### src/logic/acsp_cfg.svh
`ifndef ACSP_CFG_SVH
`define ACSP_CFG_SVH

// -----------------------------------------------------------------------------
// Word formats
// -----------------------------------------------------------------------------
`define ACSP_LIN_W 14
`define ACSP_COMP_W 8
`define ACSP_CODE_W 4
`define ACSP_CNT_W 4
`define ACSP_LIN_BITS 4'hE
`define ACSP_COMP_BITS 4'h8
`define ACSP_CODE_BITS 4'h4
// Companded characters have alternate bits inverted on the line.
`define ACSP_COMP_MASK 8'h55
// Largest companded magnitude.
`define ACSP_MAG_MAX 14'h1FFF

// -----------------------------------------------------------------------------
// Adaptive quantiser
// -----------------------------------------------------------------------------
`define ACSP_SCALE_W 4
`define ACSP_SCALE_MAX 4'h9
`define ACSP_SCALE_RST 4'h0
`define ACSP_PRED_RST 14'h0000
`define ACSP_STEP_BASE 4
`define ACSP_MAG_HI 3'h6
`define ACSP_MAG_LO 3'h1
`define ACSP_POS_MAX 17'sh01FFF
`define ACSP_NEG_MIN -17'sh02000

// -----------------------------------------------------------------------------
// Pin synchroniser and receive buffer
// -----------------------------------------------------------------------------
`define ACSP_SYNC_W 10
`define ACSP_FIFO_DEPTH 2

`endif

### src/logic/acsp_pkg.sv
package acsp_pkg;

   // Operating mode taken from the power-down and algorithm-reset pins.
   typedef enum logic [1:0] {
      ACSP_OFF,
      ACSP_INIT,
      ACSP_RUN
   } acsp_mode_t;

   // State carried between frames by the coder and by the decoder.
   typedef struct packed {
      logic signed [13:0] pred;
      logic [3:0] scale;
   } acsp_adpcm_t;

endpackage : acsp_pkg

### src/logic/acsp_codec_port.sv
`include "acsp_cfg.svh"

module acsp_codec_port (
   input wire logic clk,
   input wire logic srst,
   input wire logic law_select,
   input wire logic power_down_n,
   input wire logic algorithm_init_n,
   input wire logic pcm_bit_clock,
   input wire logic adpcm_bit_clock,
   input wire logic tx_frame_sync,
   input wire logic rx_frame_sync,
   input wire logic pcm_tx_in,
   input wire logic pcm_rx_in,
   input wire logic adpcm_rx_in,
   input wire logic [13:0] tx_sample_data,
   output logic tx_sample_taken,
   output logic pcm_tx_out,
   output logic pcm_rx_out,
   output logic adpcm_tx_out_o,
   output logic adpcm_tx_out_oe,
   output logic [13:0] dac_sample,
   output logic dac_sample_valid,
   output logic powered_down
);

   // -----------------------------------------------------------------------------
   // Helper functions
   // -----------------------------------------------------------------------------

   // Linear sample to companded character.
   function automatic logic [7:0] comp_encode(input logic [13:0] x);
      logic [13:0] m;
      logic [13:0] sh;
      logic [2:0] seg;
      m = x[13] ? 14'(-x) : x;
      if (m > `ACSP_MAG_MAX) m = `ACSP_MAG_MAX;
      seg = 3'h0;
      for (int k = 1; k < 8; k++) begin
         if (m >= (14'h0020 << (k - 1))) seg = 3'(k);
      end
      sh = (seg == 3'h0) ? m : (m >> (seg - 3'h1));
      return {~x[13], seg, sh[4:1]} ^ `ACSP_COMP_MASK;
   endfunction : comp_encode

   // Companded character to linear sample.
   function automatic logic [13:0] comp_decode(input logic [7:0] c);
      logic [7:0] u;
      logic [13:0] mag;
      u = c ^ `ACSP_COMP_MASK;
      if (u[6:4] == 3'h0) mag = {9'h000, u[3:0], 1'b1};
      else mag = {8'h00, 1'b1, u[3:0], 1'b1} << (u[6:4] - 3'h1);
      return u[7] ? mag : 14'(-mag);
   endfunction : comp_decode

   // Quantise the prediction error to sign and three magnitude bits.
   function automatic logic [3:0] quantise(input logic [13:0] x, input acsp_pkg::acsp_adpcm_t st);
      logic signed [14:0] d;
      logic [14:0] a;
      logic [14:0] q;
      d = 15'($signed(x)) - 15'(st.pred);
      a = d[14] ? 15'(-d) : 15'(d);
      q = a >> (st.scale + 4'(`ACSP_STEP_BASE));
      return {d[14], (q > 15'h0007) ? 3'h7 : q[2:0]};
   endfunction : quantise

   // Rebuild the prediction and adapt the step from one codeword.
   function automatic acsp_pkg::acsp_adpcm_t adapt(input acsp_pkg::acsp_adpcm_t st,
                                                  input logic [3:0] code);
      acsp_pkg::acsp_adpcm_t nx;
      logic [16:0] dq;
      logic signed [16:0] p;
      dq = 17'({code[2:0], 1'b1}) << (st.scale + 4'(`ACSP_STEP_BASE - 1));
      p = code[3] ? (17'(st.pred) - $signed(dq)) : (17'(st.pred) + $signed(dq));
      if (p > `ACSP_POS_MAX) p = `ACSP_POS_MAX;
      if (p < `ACSP_NEG_MIN) p = `ACSP_NEG_MIN;
      nx.pred = 14'(p);
      nx.scale = st.scale;
      if (code[2:0] >= `ACSP_MAG_HI && st.scale < `ACSP_SCALE_MAX) nx.scale = st.scale + 4'h1;
      if (code[2:0] <= `ACSP_MAG_LO && st.scale != 4'h0) nx.scale = st.scale - 4'h1;
      return nx;
   endfunction : adapt

   // -----------------------------------------------------------------------------
   // Pin synchronisation and edge detection
   // -----------------------------------------------------------------------------
   logic [9:0] pins_s;
   logic pclk_s;
   logic aclk_s;
   logic txfs_s;
   logic rxfs_s;
   logic ptxi_s;
   logic prxi_s;
   logic arxi_s;
   logic law_s;
   logic pdn_s;
   logic init_s;

   // The ten serial and control pins are asynchronous to clk, so each passes the synchroniser; tx_sample_data does not.
   acsp_sync #(.W(`ACSP_SYNC_W)) u_sync (
      .clk(clk),
      .srst(srst),
      .d_async({law_select, power_down_n, algorithm_init_n, pcm_bit_clock, adpcm_bit_clock,
                tx_frame_sync, rx_frame_sync, pcm_tx_in, pcm_rx_in, adpcm_rx_in}),
      .q(pins_s)
   );
   assign {law_s, pdn_s, init_s, pclk_s, aclk_s, txfs_s, rxfs_s, ptxi_s, prxi_s, arxi_s} = pins_s;

   logic pclk_d_r;
   logic aclk_d_r;
   logic p_txfs_r;
   logic p_rxfs_r;
   logic a_txfs_r;
   logic a_rxfs_r;
   logic p_rise;
   logic p_fall;
   logic a_rise;
   logic a_fall;
   logic p_tx_start;
   logic p_rx_start;
   logic a_tx_start;
   logic a_rx_start;

   // Bit-clock edges; a frame starts at the first rise that sees its sync high.
   assign p_rise = pclk_s & ~pclk_d_r;
   assign p_fall = ~pclk_s & pclk_d_r;
   assign a_rise = aclk_s & ~aclk_d_r;
   assign a_fall = ~aclk_s & aclk_d_r;
   assign p_tx_start = p_rise & txfs_s & ~p_txfs_r;
   assign p_rx_start = p_rise & rxfs_s & ~p_rxfs_r;
   assign a_tx_start = a_rise & txfs_s & ~a_txfs_r;
   assign a_rx_start = a_rise & rxfs_s & ~a_rxfs_r;

   // Remember each sync level as seen at the last rise of each bit clock.
   always_ff @(posedge clk) begin
      if (srst) begin
         {pclk_d_r, aclk_d_r, p_txfs_r, p_rxfs_r, a_txfs_r, a_rxfs_r} <= 6'h00;
      end else begin
         pclk_d_r <= pclk_s;
         aclk_d_r <= aclk_s;
         if (p_rise) {p_txfs_r, p_rxfs_r} <= {txfs_s, rxfs_s};
         if (a_rise) {a_txfs_r, a_rxfs_r} <= {txfs_s, rxfs_s};
      end
   end

   // -----------------------------------------------------------------------------
   // Operating mode
   // -----------------------------------------------------------------------------
   acsp_pkg::acsp_mode_t mode_r;
   acsp_pkg::acsp_mode_t mode_nxt;
   logic off;
   logic hold;

   // Power-down outranks the algorithm reset.
   always_comb begin
      case ({pdn_s, init_s})
         2'b10: mode_nxt = acsp_pkg::ACSP_INIT;
         2'b11: mode_nxt = acsp_pkg::ACSP_RUN;
         default: mode_nxt = acsp_pkg::ACSP_OFF;
      endcase
   end

   always_ff @(posedge clk) begin
      if (srst) mode_r <= acsp_pkg::ACSP_OFF;
      else mode_r <= mode_nxt;
   end

   assign off = (mode_r == acsp_pkg::ACSP_OFF);
   assign hold = (mode_r != acsp_pkg::ACSP_RUN);

   // Word length follows the coding law.
   logic [3:0] pcm_bits;
   assign pcm_bits = law_s ? `ACSP_LIN_BITS : `ACSP_COMP_BITS;

   // -----------------------------------------------------------------------------
   // Transmit PCM serialiser
   // -----------------------------------------------------------------------------
   logic [13:0] ptx_sh_r;
   logic [13:0] ptx_load;
   logic pcm_tx_out_r;
   logic taken_r;

   // Companded characters sit MSB-aligned; zeros follow the last bit.
   assign ptx_load = law_s ? tx_sample_data : {comp_encode(tx_sample_data), 6'h00};

   always_ff @(posedge clk) begin
      if (srst || off) begin
         ptx_sh_r <= 14'h0000;
         pcm_tx_out_r <= 1'b0;
         taken_r <= 1'b0;
      end else begin
         taken_r <= p_tx_start;
         if (p_tx_start) begin
            ptx_sh_r <= {ptx_load[12:0], 1'b0};
            pcm_tx_out_r <= ptx_load[13];
         end else if (p_rise) begin
            ptx_sh_r <= {ptx_sh_r[12:0], 1'b0};
            pcm_tx_out_r <= ptx_sh_r[13];
         end
      end
   end

   // -----------------------------------------------------------------------------
   // Transmit PCM capture and ADPCM coder
   // -----------------------------------------------------------------------------
   logic [13:0] ptxi_sh_r;
   logic [3:0] ptxi_cnt_r;
   logic ptxi_done;
   logic [13:0] ptxi_word;
   logic [13:0] ptxi_lin;
   logic [3:0] enc_code;
   acsp_pkg::acsp_adpcm_t enc_st_r;
   logic [3:0] enc_code_r;

   assign ptxi_done = p_fall && (ptxi_cnt_r == 4'h1);
   assign ptxi_word = {ptxi_sh_r[12:0], ptxi_s};
   assign ptxi_lin = law_s ? ptxi_word : comp_decode(ptxi_word[7:0]);
   assign enc_code = quantise(ptxi_lin, enc_st_r);

   // Count down one word of falling-edge samples after each frame start.
   always_ff @(posedge clk) begin
      if (srst || off) begin
         ptxi_sh_r <= 14'h0000;
         ptxi_cnt_r <= 4'h0;
      end else if (p_tx_start) begin
         ptxi_cnt_r <= pcm_bits;
      end else if (p_fall && ptxi_cnt_r != 4'h0) begin
         ptxi_sh_r <= ptxi_word;
         ptxi_cnt_r <= ptxi_cnt_r - 4'h1;
      end
   end

   // One codeword per transmit frame.
   always_ff @(posedge clk) begin
      if (srst || hold) begin
         enc_st_r <= '{pred: `ACSP_PRED_RST, scale: `ACSP_SCALE_RST};
         enc_code_r <= 4'h0;
      end else if (ptxi_done) begin
         enc_st_r <= adapt(enc_st_r, enc_code);
         enc_code_r <= enc_code;
      end
   end

   // -----------------------------------------------------------------------------
   // Transmit ADPCM open-drain output
   // -----------------------------------------------------------------------------
   logic [3:0] atx_sh_r;
   logic [3:0] atx_live_r;
   logic atx_oe_r;

   // The line is pulled low for a zero and released for a one or when idle.
   always_ff @(posedge clk) begin
      if (srst || off) begin
         atx_sh_r <= 4'h0;
         atx_live_r <= 4'h0;
         atx_oe_r <= 1'b0;
      end else if (a_tx_start) begin
         atx_sh_r <= {enc_code_r[2:0], 1'b0};
         atx_live_r <= 4'hE;
         atx_oe_r <= ~enc_code_r[3];
      end else if (a_rise) begin
         atx_sh_r <= {atx_sh_r[2:0], 1'b0};
         atx_live_r <= {atx_live_r[2:0], 1'b0};
         atx_oe_r <= atx_live_r[3] & ~atx_sh_r[3];
      end
   end

   // -----------------------------------------------------------------------------
   // Receive ADPCM capture and decoder
   // -----------------------------------------------------------------------------
   logic [3:0] arx_sh_r;
   logic [2:0] arx_cnt_r;
   logic [3:0] arx_code_r;
   logic arx_pend_r;
   logic arx_done;
   logic dec_push;
   logic fifo_in_ready;
   acsp_pkg::acsp_adpcm_t dec_st_r;
   acsp_pkg::acsp_adpcm_t dec_next;

   assign arx_done = a_fall && (arx_cnt_r == 3'h1);
   assign dec_push = arx_pend_r & fifo_in_ready;
   assign dec_next = adapt(dec_st_r, arx_code_r);

   // Four bits per receive frame, taken on falling edges.
   always_ff @(posedge clk) begin
      if (srst || off) begin
         arx_sh_r <= 4'h0;
         arx_cnt_r <= 3'h0;
      end else if (a_rx_start) begin
         arx_cnt_r <= 3'(`ACSP_CODE_BITS);
      end else if (a_fall && arx_cnt_r != 3'h0) begin
         arx_sh_r <= {arx_sh_r[2:0], arxi_s};
         arx_cnt_r <= arx_cnt_r - 3'h1;
      end
   end

   // A codeword waits here while the buffer is full.
   always_ff @(posedge clk) begin
      if (srst || hold) begin
         arx_pend_r <= 1'b0;
         arx_code_r <= 4'h0;
         dec_st_r <= '{pred: `ACSP_PRED_RST, scale: `ACSP_SCALE_RST};
      end else begin
         if (arx_done) begin
            arx_code_r <= {arx_sh_r[2:0], arxi_s};
            arx_pend_r <= 1'b1;
         end else if (dec_push) begin
            arx_pend_r <= 1'b0;
         end
         if (dec_push) dec_st_r <= dec_next;
      end
   end

   // -----------------------------------------------------------------------------
   // Two-entry buffer between decoder and receive serialiser
   // -----------------------------------------------------------------------------
   localparam int DEPTH = `ACSP_FIFO_DEPTH;
   logic [13:0] fifo_mem_r [DEPTH];
   logic fifo_wp_r;
   logic fifo_rp_r;
   logic [1:0] fifo_cnt_r;
   logic fifo_out_valid;
   logic fifo_pop;

   assign fifo_in_ready = (fifo_cnt_r != 2'(DEPTH));
   assign fifo_out_valid = (fifo_cnt_r != 2'h0);
   assign fifo_pop = p_rx_start & fifo_out_valid;

   always_ff @(posedge clk) begin
      if (srst || hold) begin
         fifo_wp_r <= 1'b0;
         fifo_rp_r <= 1'b0;
         fifo_cnt_r <= 2'h0;
      end else begin
         if (dec_push) fifo_mem_r[fifo_wp_r] <= dec_next.pred;
         if (dec_push) fifo_wp_r <= ~fifo_wp_r;
         if (fifo_pop) fifo_rp_r <= ~fifo_rp_r;
         fifo_cnt_r <= fifo_cnt_r + 2'(dec_push) - 2'(fifo_pop);
      end
   end

   // -----------------------------------------------------------------------------
   // Receive PCM serialiser
   // -----------------------------------------------------------------------------
   logic [13:0] prx_last_r;
   logic [13:0] prx_word;
   logic [13:0] prx_load;
   logic [13:0] prx_sh_r;
   logic pcm_rx_out_r;

   // An empty buffer repeats the last decoded sample; a decoder held in reset sends zero.
   assign prx_word = hold ? 14'h0000 :
                     (fifo_out_valid ? fifo_mem_r[fifo_rp_r] : prx_last_r);
   assign prx_load = law_s ? prx_word : {comp_encode(prx_word), 6'h00};

   always_ff @(posedge clk) begin
      if (srst || off) begin
         prx_last_r <= 14'h0000;
         prx_sh_r <= 14'h0000;
         pcm_rx_out_r <= 1'b0;
      end else if (p_rx_start) begin
         prx_last_r <= prx_word;
         prx_sh_r <= {prx_load[12:0], 1'b0};
         pcm_rx_out_r <= prx_load[13];
      end else if (p_rise) begin
         prx_sh_r <= {prx_sh_r[12:0], 1'b0};
         pcm_rx_out_r <= prx_sh_r[13];
      end
   end

   // -----------------------------------------------------------------------------
   // Receive PCM capture towards the converter
   // -----------------------------------------------------------------------------
   logic [13:0] prxi_sh_r;
   logic [3:0] prxi_cnt_r;
   logic [13:0] prxi_word;
   logic [13:0] dac_r;
   logic dac_valid_r;

   assign prxi_word = {prxi_sh_r[12:0], prxi_s};

   always_ff @(posedge clk) begin
      if (srst || off) begin
         prxi_sh_r <= 14'h0000;
         prxi_cnt_r <= 4'h0;
         dac_r <= 14'h0000;
         dac_valid_r <= 1'b0;
      end else begin
         dac_valid_r <= p_fall && (prxi_cnt_r == 4'h1);
         if (p_rx_start) begin
            prxi_cnt_r <= pcm_bits;
         end else if (p_fall && prxi_cnt_r != 4'h0) begin
            prxi_sh_r <= prxi_word;
            prxi_cnt_r <= prxi_cnt_r - 4'h1;
            if (prxi_cnt_r == 4'h1) dac_r <= law_s ? prxi_word : comp_decode(prxi_word[7:0]);
         end
      end
   end

   // -----------------------------------------------------------------------------
   // Output registers
   // -----------------------------------------------------------------------------
   logic pd_r;

   always_ff @(posedge clk) begin
      if (srst) pd_r <= 1'b1;
      else pd_r <= off;
   end

   assign tx_sample_taken = taken_r;
   assign pcm_tx_out = pcm_tx_out_r;
   assign pcm_rx_out = pcm_rx_out_r;
   assign adpcm_tx_out_o = 1'b0; // Open drain only ever pulls low.
   assign adpcm_tx_out_oe = atx_oe_r;
   assign dac_sample = dac_r;
   assign dac_sample_valid = dac_valid_r;
   assign powered_down = pd_r;

endmodule : acsp_codec_port

### src/logic/acsp_sync.sv
// Three-stage pin synchroniser with agreement filter.
module acsp_sync #(
   parameter int W = 1
) (
   input wire logic clk,
   input wire logic srst,
   input wire logic [W-1:0] d_async,
   output logic [W-1:0] q
);

   logic [W-1:0] s1_r;
   logic [W-1:0] s2_r;
   logic [W-1:0] s3_r;
   logic [W-1:0] q_r;
   logic [W-1:0] agree;

   // A bit is accepted only when the second and third stages agree.
   assign agree = ~(s2_r ^ s3_r);
   assign q = q_r;

   // The first stage feeds the second stage only.
   always_ff @(posedge clk) begin
      if (srst) begin
         s1_r <= '0;
         s2_r <= '0;
         s3_r <= '0;
         q_r <= '0;
      end else begin
         s1_r <= d_async;
         s2_r <= s1_r;
         s3_r <= s2_r;
         q_r <= (agree & s3_r) | (~agree & q_r);
      end
   end

endmodule : acsp_sync

### config.mk
export PLATFORM = sky130hd
export DESIGN_NAME = acsp_codec_port
export DESIGN_NICKNAME = d
export VERILOG_FILES = /design/src/logic/acsp_pkg.sv /design/src/logic/acsp_codec_port.sv /design/src/logic/acsp_sync.sv
export VERILOG_INCLUDE_DIRS = /design/src /design/src/logic
export SDC_FILE = /design/constraint.sdc
export NUM_CORES = 1
export LEC_CHECK = 0
export BUFFER_PORTS_ARGS = -buffer_cell sky130_fd_sc_hd__buf_2
export CAP_MARGIN = 20
export CORE_MARGIN = 5
export CORE_UTILIZATION = 60
export CTS_BUF_LIST = sky130_fd_sc_hd__clkbuf_4 sky130_fd_sc_hd__clkbuf_8 sky130_fd_sc_hd__clkbuf_16
export DETAILED_ROUTE_END_ITERATION = 6
export PLACE_DENSITY_LB_ADDON = 0.3
export SYNTH_ARGS = -nofsm -noshare
export SYNTH_HDL_FRONTEND = slang
export SYNTH_SLANG_ARGS = --single-unit
### constraint.sdc
create_clock -name clk -period 15 [get_ports clk]
set_clock_uncertainty 0.2 [all_clocks]
set_input_delay 0 -clock clk [delete_from_list [all_inputs] [get_ports clk]]
set_output_delay 0 -clock clk [all_outputs]
set_load 0.05 [all_outputs]
==> impl_metrics.yaml <==
drt:
  drc: 0
  drt_pre_antenna_iters: 6
  antenna_left: 0
  via_per_inst: 6.23
  wl_per_cell_um: 17.0
  drt_iter0_markers: 1703
  drt-total-wl_um: 47200
  vias: 17300
die:
  rows: 63
  dieWidth_um: 182
  pin_count: 47
  initial_core_util_pct: 60.3
  core-area_um2: 29400
  die-height_um: 182
  dieArea_um2: 33100
cts:
  tritoncts: "done"
  cts_num_sinks: 232
  cts_buffers: 26
  clk_latency_ns: 0.53
  ctsResizeCount: 0
  htreeDepth: 1
  cts_hold_buf: 32
  cts_buffer_depth: 3
  post_cts_buffers: 0
  clk_pin_slew_ns: 0.06
  cts-root-buf: "clkbuf_16"
synth:
  yosysWarnings: 0
  synth_fa_ha_area_share_pct: 6.71
  synth_edf_count: 28
  synth_compound_area_share_pct: 26.0
  synth.ff_latch_count: 232
  synth_mux_area_share_pct: 4.12
  synth_top_area_cell: "dfxtp_1"
  yosys.area_share.simple_pct: 24.5
  synth_xor_area_share_pct: 5.48
  synth.distinct_cells: 107
  ys_seq_area_share_pct: 27.8
  synthCells: 2371
  syn_avg_cell_area_um2: 7.48
  postSynth.asyncResetShare_pct: 0
  synth_fp_nets: 2489
  syn-cell-area_um2: 17700
  synthFlopType: "dfxtp_1"
  synth_top_family_by_area: "compound AO/OA/AOI/OAI gates"
  synth_top_cell_area_share_pct: 23.0
  synth_area_leaders: "dfxtp_1 23%, nand2_1 6.7%, a21oi_1 6.4%"
worst_hold_path:
  hold_end: "u_sync.s1_r[5]"
  hold_path_class: "input port to flop"
  min_path_cells: 3
  hold_start: "adpcm_bit_clock"
pwr:
  clkPwrFrac_pct: 47.2
  pwr-share-comb_pct: 3.9
  leakage_uw: 0.00719
  p_switching_uw: 293
  p_int_uw: 998
  seq_power_share_pct: 48.9
  p_per_area_nw_per_um2: 67.1
  netSwitchingFraction_pct: 22.7
  vdd_drop_max_uv: 84.5
sta:
  slew_headroom_pct: 32.4
  finalMaxSlewViolations: 0
  finalHoldViolCount: 0
  period_share_pct: 90.7
  tns_ns: 0
  worstMarginPinSlew_ns: 1.01
  fmax_ghz: 0.0735
  grt_setup_unrepaired: "false"
  finalSetupViolCount: 0
  fin_crit_ns: 13.60
setup_path:
  timing.rr.start: "ptxi_sh_r[3]"
  critPathArrivalTime_ns: 13.84
  criticalPathCategory: "flop to flop"
  rr_worst_depth: 57
  cp_max_fo: 21
  critPathLaunch: "ptxi_sh_r[3]"
  slowest_stage: "dfxtp_1"
  ff2ff_setup_slack_ns: 1.40
  cp_common_cell: "a21oi_1"
  cp-end-kind: "flop"
  cp-start-kind: "flop"
  required_ns: 15.24
  slowest_delay_ns: 0.55
  r2r_end: "enc_st_r[14]"
global_routing:
  antenna_found_initial: 0
  grt_max_degree: 64
  track_usage_pct: 27.2
  grt_first_pass_wirelength_um: 78700
  grt_pass1_vias: 16300
  overflow: 0
cells_and_area:
  syn_to_final_growth_pct: 8.54
  diodes: 0
  drive_gt1_share_pct: 8.15
  num-nets-final: 2490
  layoutNonFillerInstCount: 2782
  n_fill_cell: 2513
placement:
  place_inst: 2698
  hpwl_um: 34200
  gp_congestion: 0.922
  port_buffers: 45
outcome:
  outcome: "finished, final reports clean"
run:
  maxCapViolCount: 0
-- worst max path at each step --
stage	to	slack [ns]
6_report	enc_st_r[14]	1.40
5_1_grt	enc_st_r[14]	0.39
4_1_cts	enc_st_r[14]	1.55
3_5_place_dp	enc_st_r[14]	1.59
3_3_place_gp	enc_st_r[14]	2.10
2_1_floorplan	enc_st_r[10]	3.53
-- placed cells by master, fill, tap and decap left out, types with 21 or more instances in the layout --
| cell type | count |
|---|---|
| and3_1 | 28 |
| xnor2_1 | 74 |
| inv_1 | 104 |
| nand3_1 | 48 |
| nor3_1 | 66 |
| clkbuf_16 | 26 |
| nand2b_1 | 22 |
| a21o_1 | 28 |
| buf_2 | 45 |
| o21ai_0 | 140 |
| nor2_1 | 246 |
| ha_1 | 87 |
| nand2_1 | 318 |
| buf_4 | 22 |
| nor2b_1 | 54 |
| o211ai_1 | 37 |
| dlygate4sd3_1 | 32 |
| a22oi_1 | 21 |
| a31oi_1 | 35 |
| xor2_1 | 37 |
| dfxtp_1 | 203 |
| a211oi_1 | 39 |
| edfxtp_1 | 28 |
| a21oi_1 | 227 |
| mux2i_1 | 64 |
-- state kept, by name (all words and copies together) (netlist names), 2 cells and up, named ones only --
signal       flops
prx_last_r      14
fifo_mem_r      28
prxi_cnt_r       4
prx_sh_r        13
atx_live_r       3
u_sync.s1_r     10
dac_sample      14
ptxi_sh_r       13
dec_st_r        18
fifo_cnt_r       2
mode_r           2
enc_st_r        18
arx_code_r       4
arx_cnt_r        3
arx_sh_r         3
prxi_sh_r       13
u_sync.s3_r     10
enc_code_r       4
ptx_sh_r        13
atx_sh_r         3
u_sync.s2_r     10
ptxi_cnt_r       4
-- synthesized netlist by cell type (9+ instances only) --
master and n:
and2_1 19, o31ai_1 15, o221ai_1 15, nand4_1 9, nor2b_1 55, o21a_1 11, nand2_2 12, a21oi_1 227
o21ai_1 9, xor2_1 37, inv_1 105, a31oi_1 35, and3_1 28, a22oi_1 21, a221oi_1 9, a21boi_0 11
a211oi_1 39, buf_2 15, edfxtp_1 28, nand3b_1 9, clkbuf_1 93, nand2_1 318, nor4_1 18, nor3_1 66
or2_2 13, nor2_1 246, buf_1 13, ha_1 87, nand3_1 48, mux2i_1 64, o21ai_0 140, dfxtp_1 204
nand2b_1 22, a21o_1 28, a311oi_1 11, o211ai_1 37, or3_1 18, xnor2_1 74
-- power groups by stage --
stage	Combinational [uW]	Clock, uW	Sequential, uW
6_report	50.1	610	631
5_1_grt	54.4	648	631
4_1_cts	48.7	619	631
3_5_place_dp	41.4	0	645
3_3_place_gp	40.4	0	645
2_1_floorplan	29.7	0	644
-- area by class of cell --
cell class | instances | area (um2) | share of cell area (%)
Inverter | 106 | 398 | 2.07
Sequential cell | 232 | 4930 | 25.6
Timing Repair Buffer | 101 | 733 | 3.81
Tap cell | 390 | 488 | 2.54
Multi-Input combinational cell | 1905 | 11900 | 61.7
Clock inverter | 15 | 100 | 0.520
Clock buffer | 33 | 728 | 3.78
-- kinds of logic after synthesis --
family                   Yosys count
AO/OA/AOI/OAI                    707
XOR/XNOR                         111
adder cells (fa/ha/maj)           92
buffers and inverters            234
flip-flops                       232
multiplexers                      72
other                              1
AND/OR/NAND/NOR                  922
-- critical path, delay by kind of cell (launching register included) --
kind            cells  cell delay, ns
buf+inv             4            0.85
flops               1            0.55
compound gates     19            3.98
xor+xnor            4            0.61
fa+ha+maj           5            1.95
simple gates       24            5.06
mux                 1            0.27
-- metal layers --
| metal | GRT usage (%) | wire length, um |
|---|---|---|
| met5 | 0 | 0 |
| met2 | 45.2 | 21800 |
| met3 | 3.51 | 3080 |
| met4 | 7.36 | 979 |
| met1 | 37.5 | 21400 |
-- stage by stage --
step | utilization, % | setup WS, ns | total power (uW) | hold WS (ns) | instance area, um2
global placement | 61.4 | 2.10 | 685 | 0.00906 | 18100
global route | 65.4 | 0.392 | 1330 | 0.114 | 19200
detailed placement | 61.4 | 1.59 | 686 | 0.0174 | 18100
finish | 65.4 | 1.40 | 1290 | 0.134 | 19200
floorplan | - | 3.53 | 674 | -0.0718 | 17700
CTS | 65.3 | 1.55 | 1300 | 0.109 | 19200
Power figures use the tool's default switching activity.
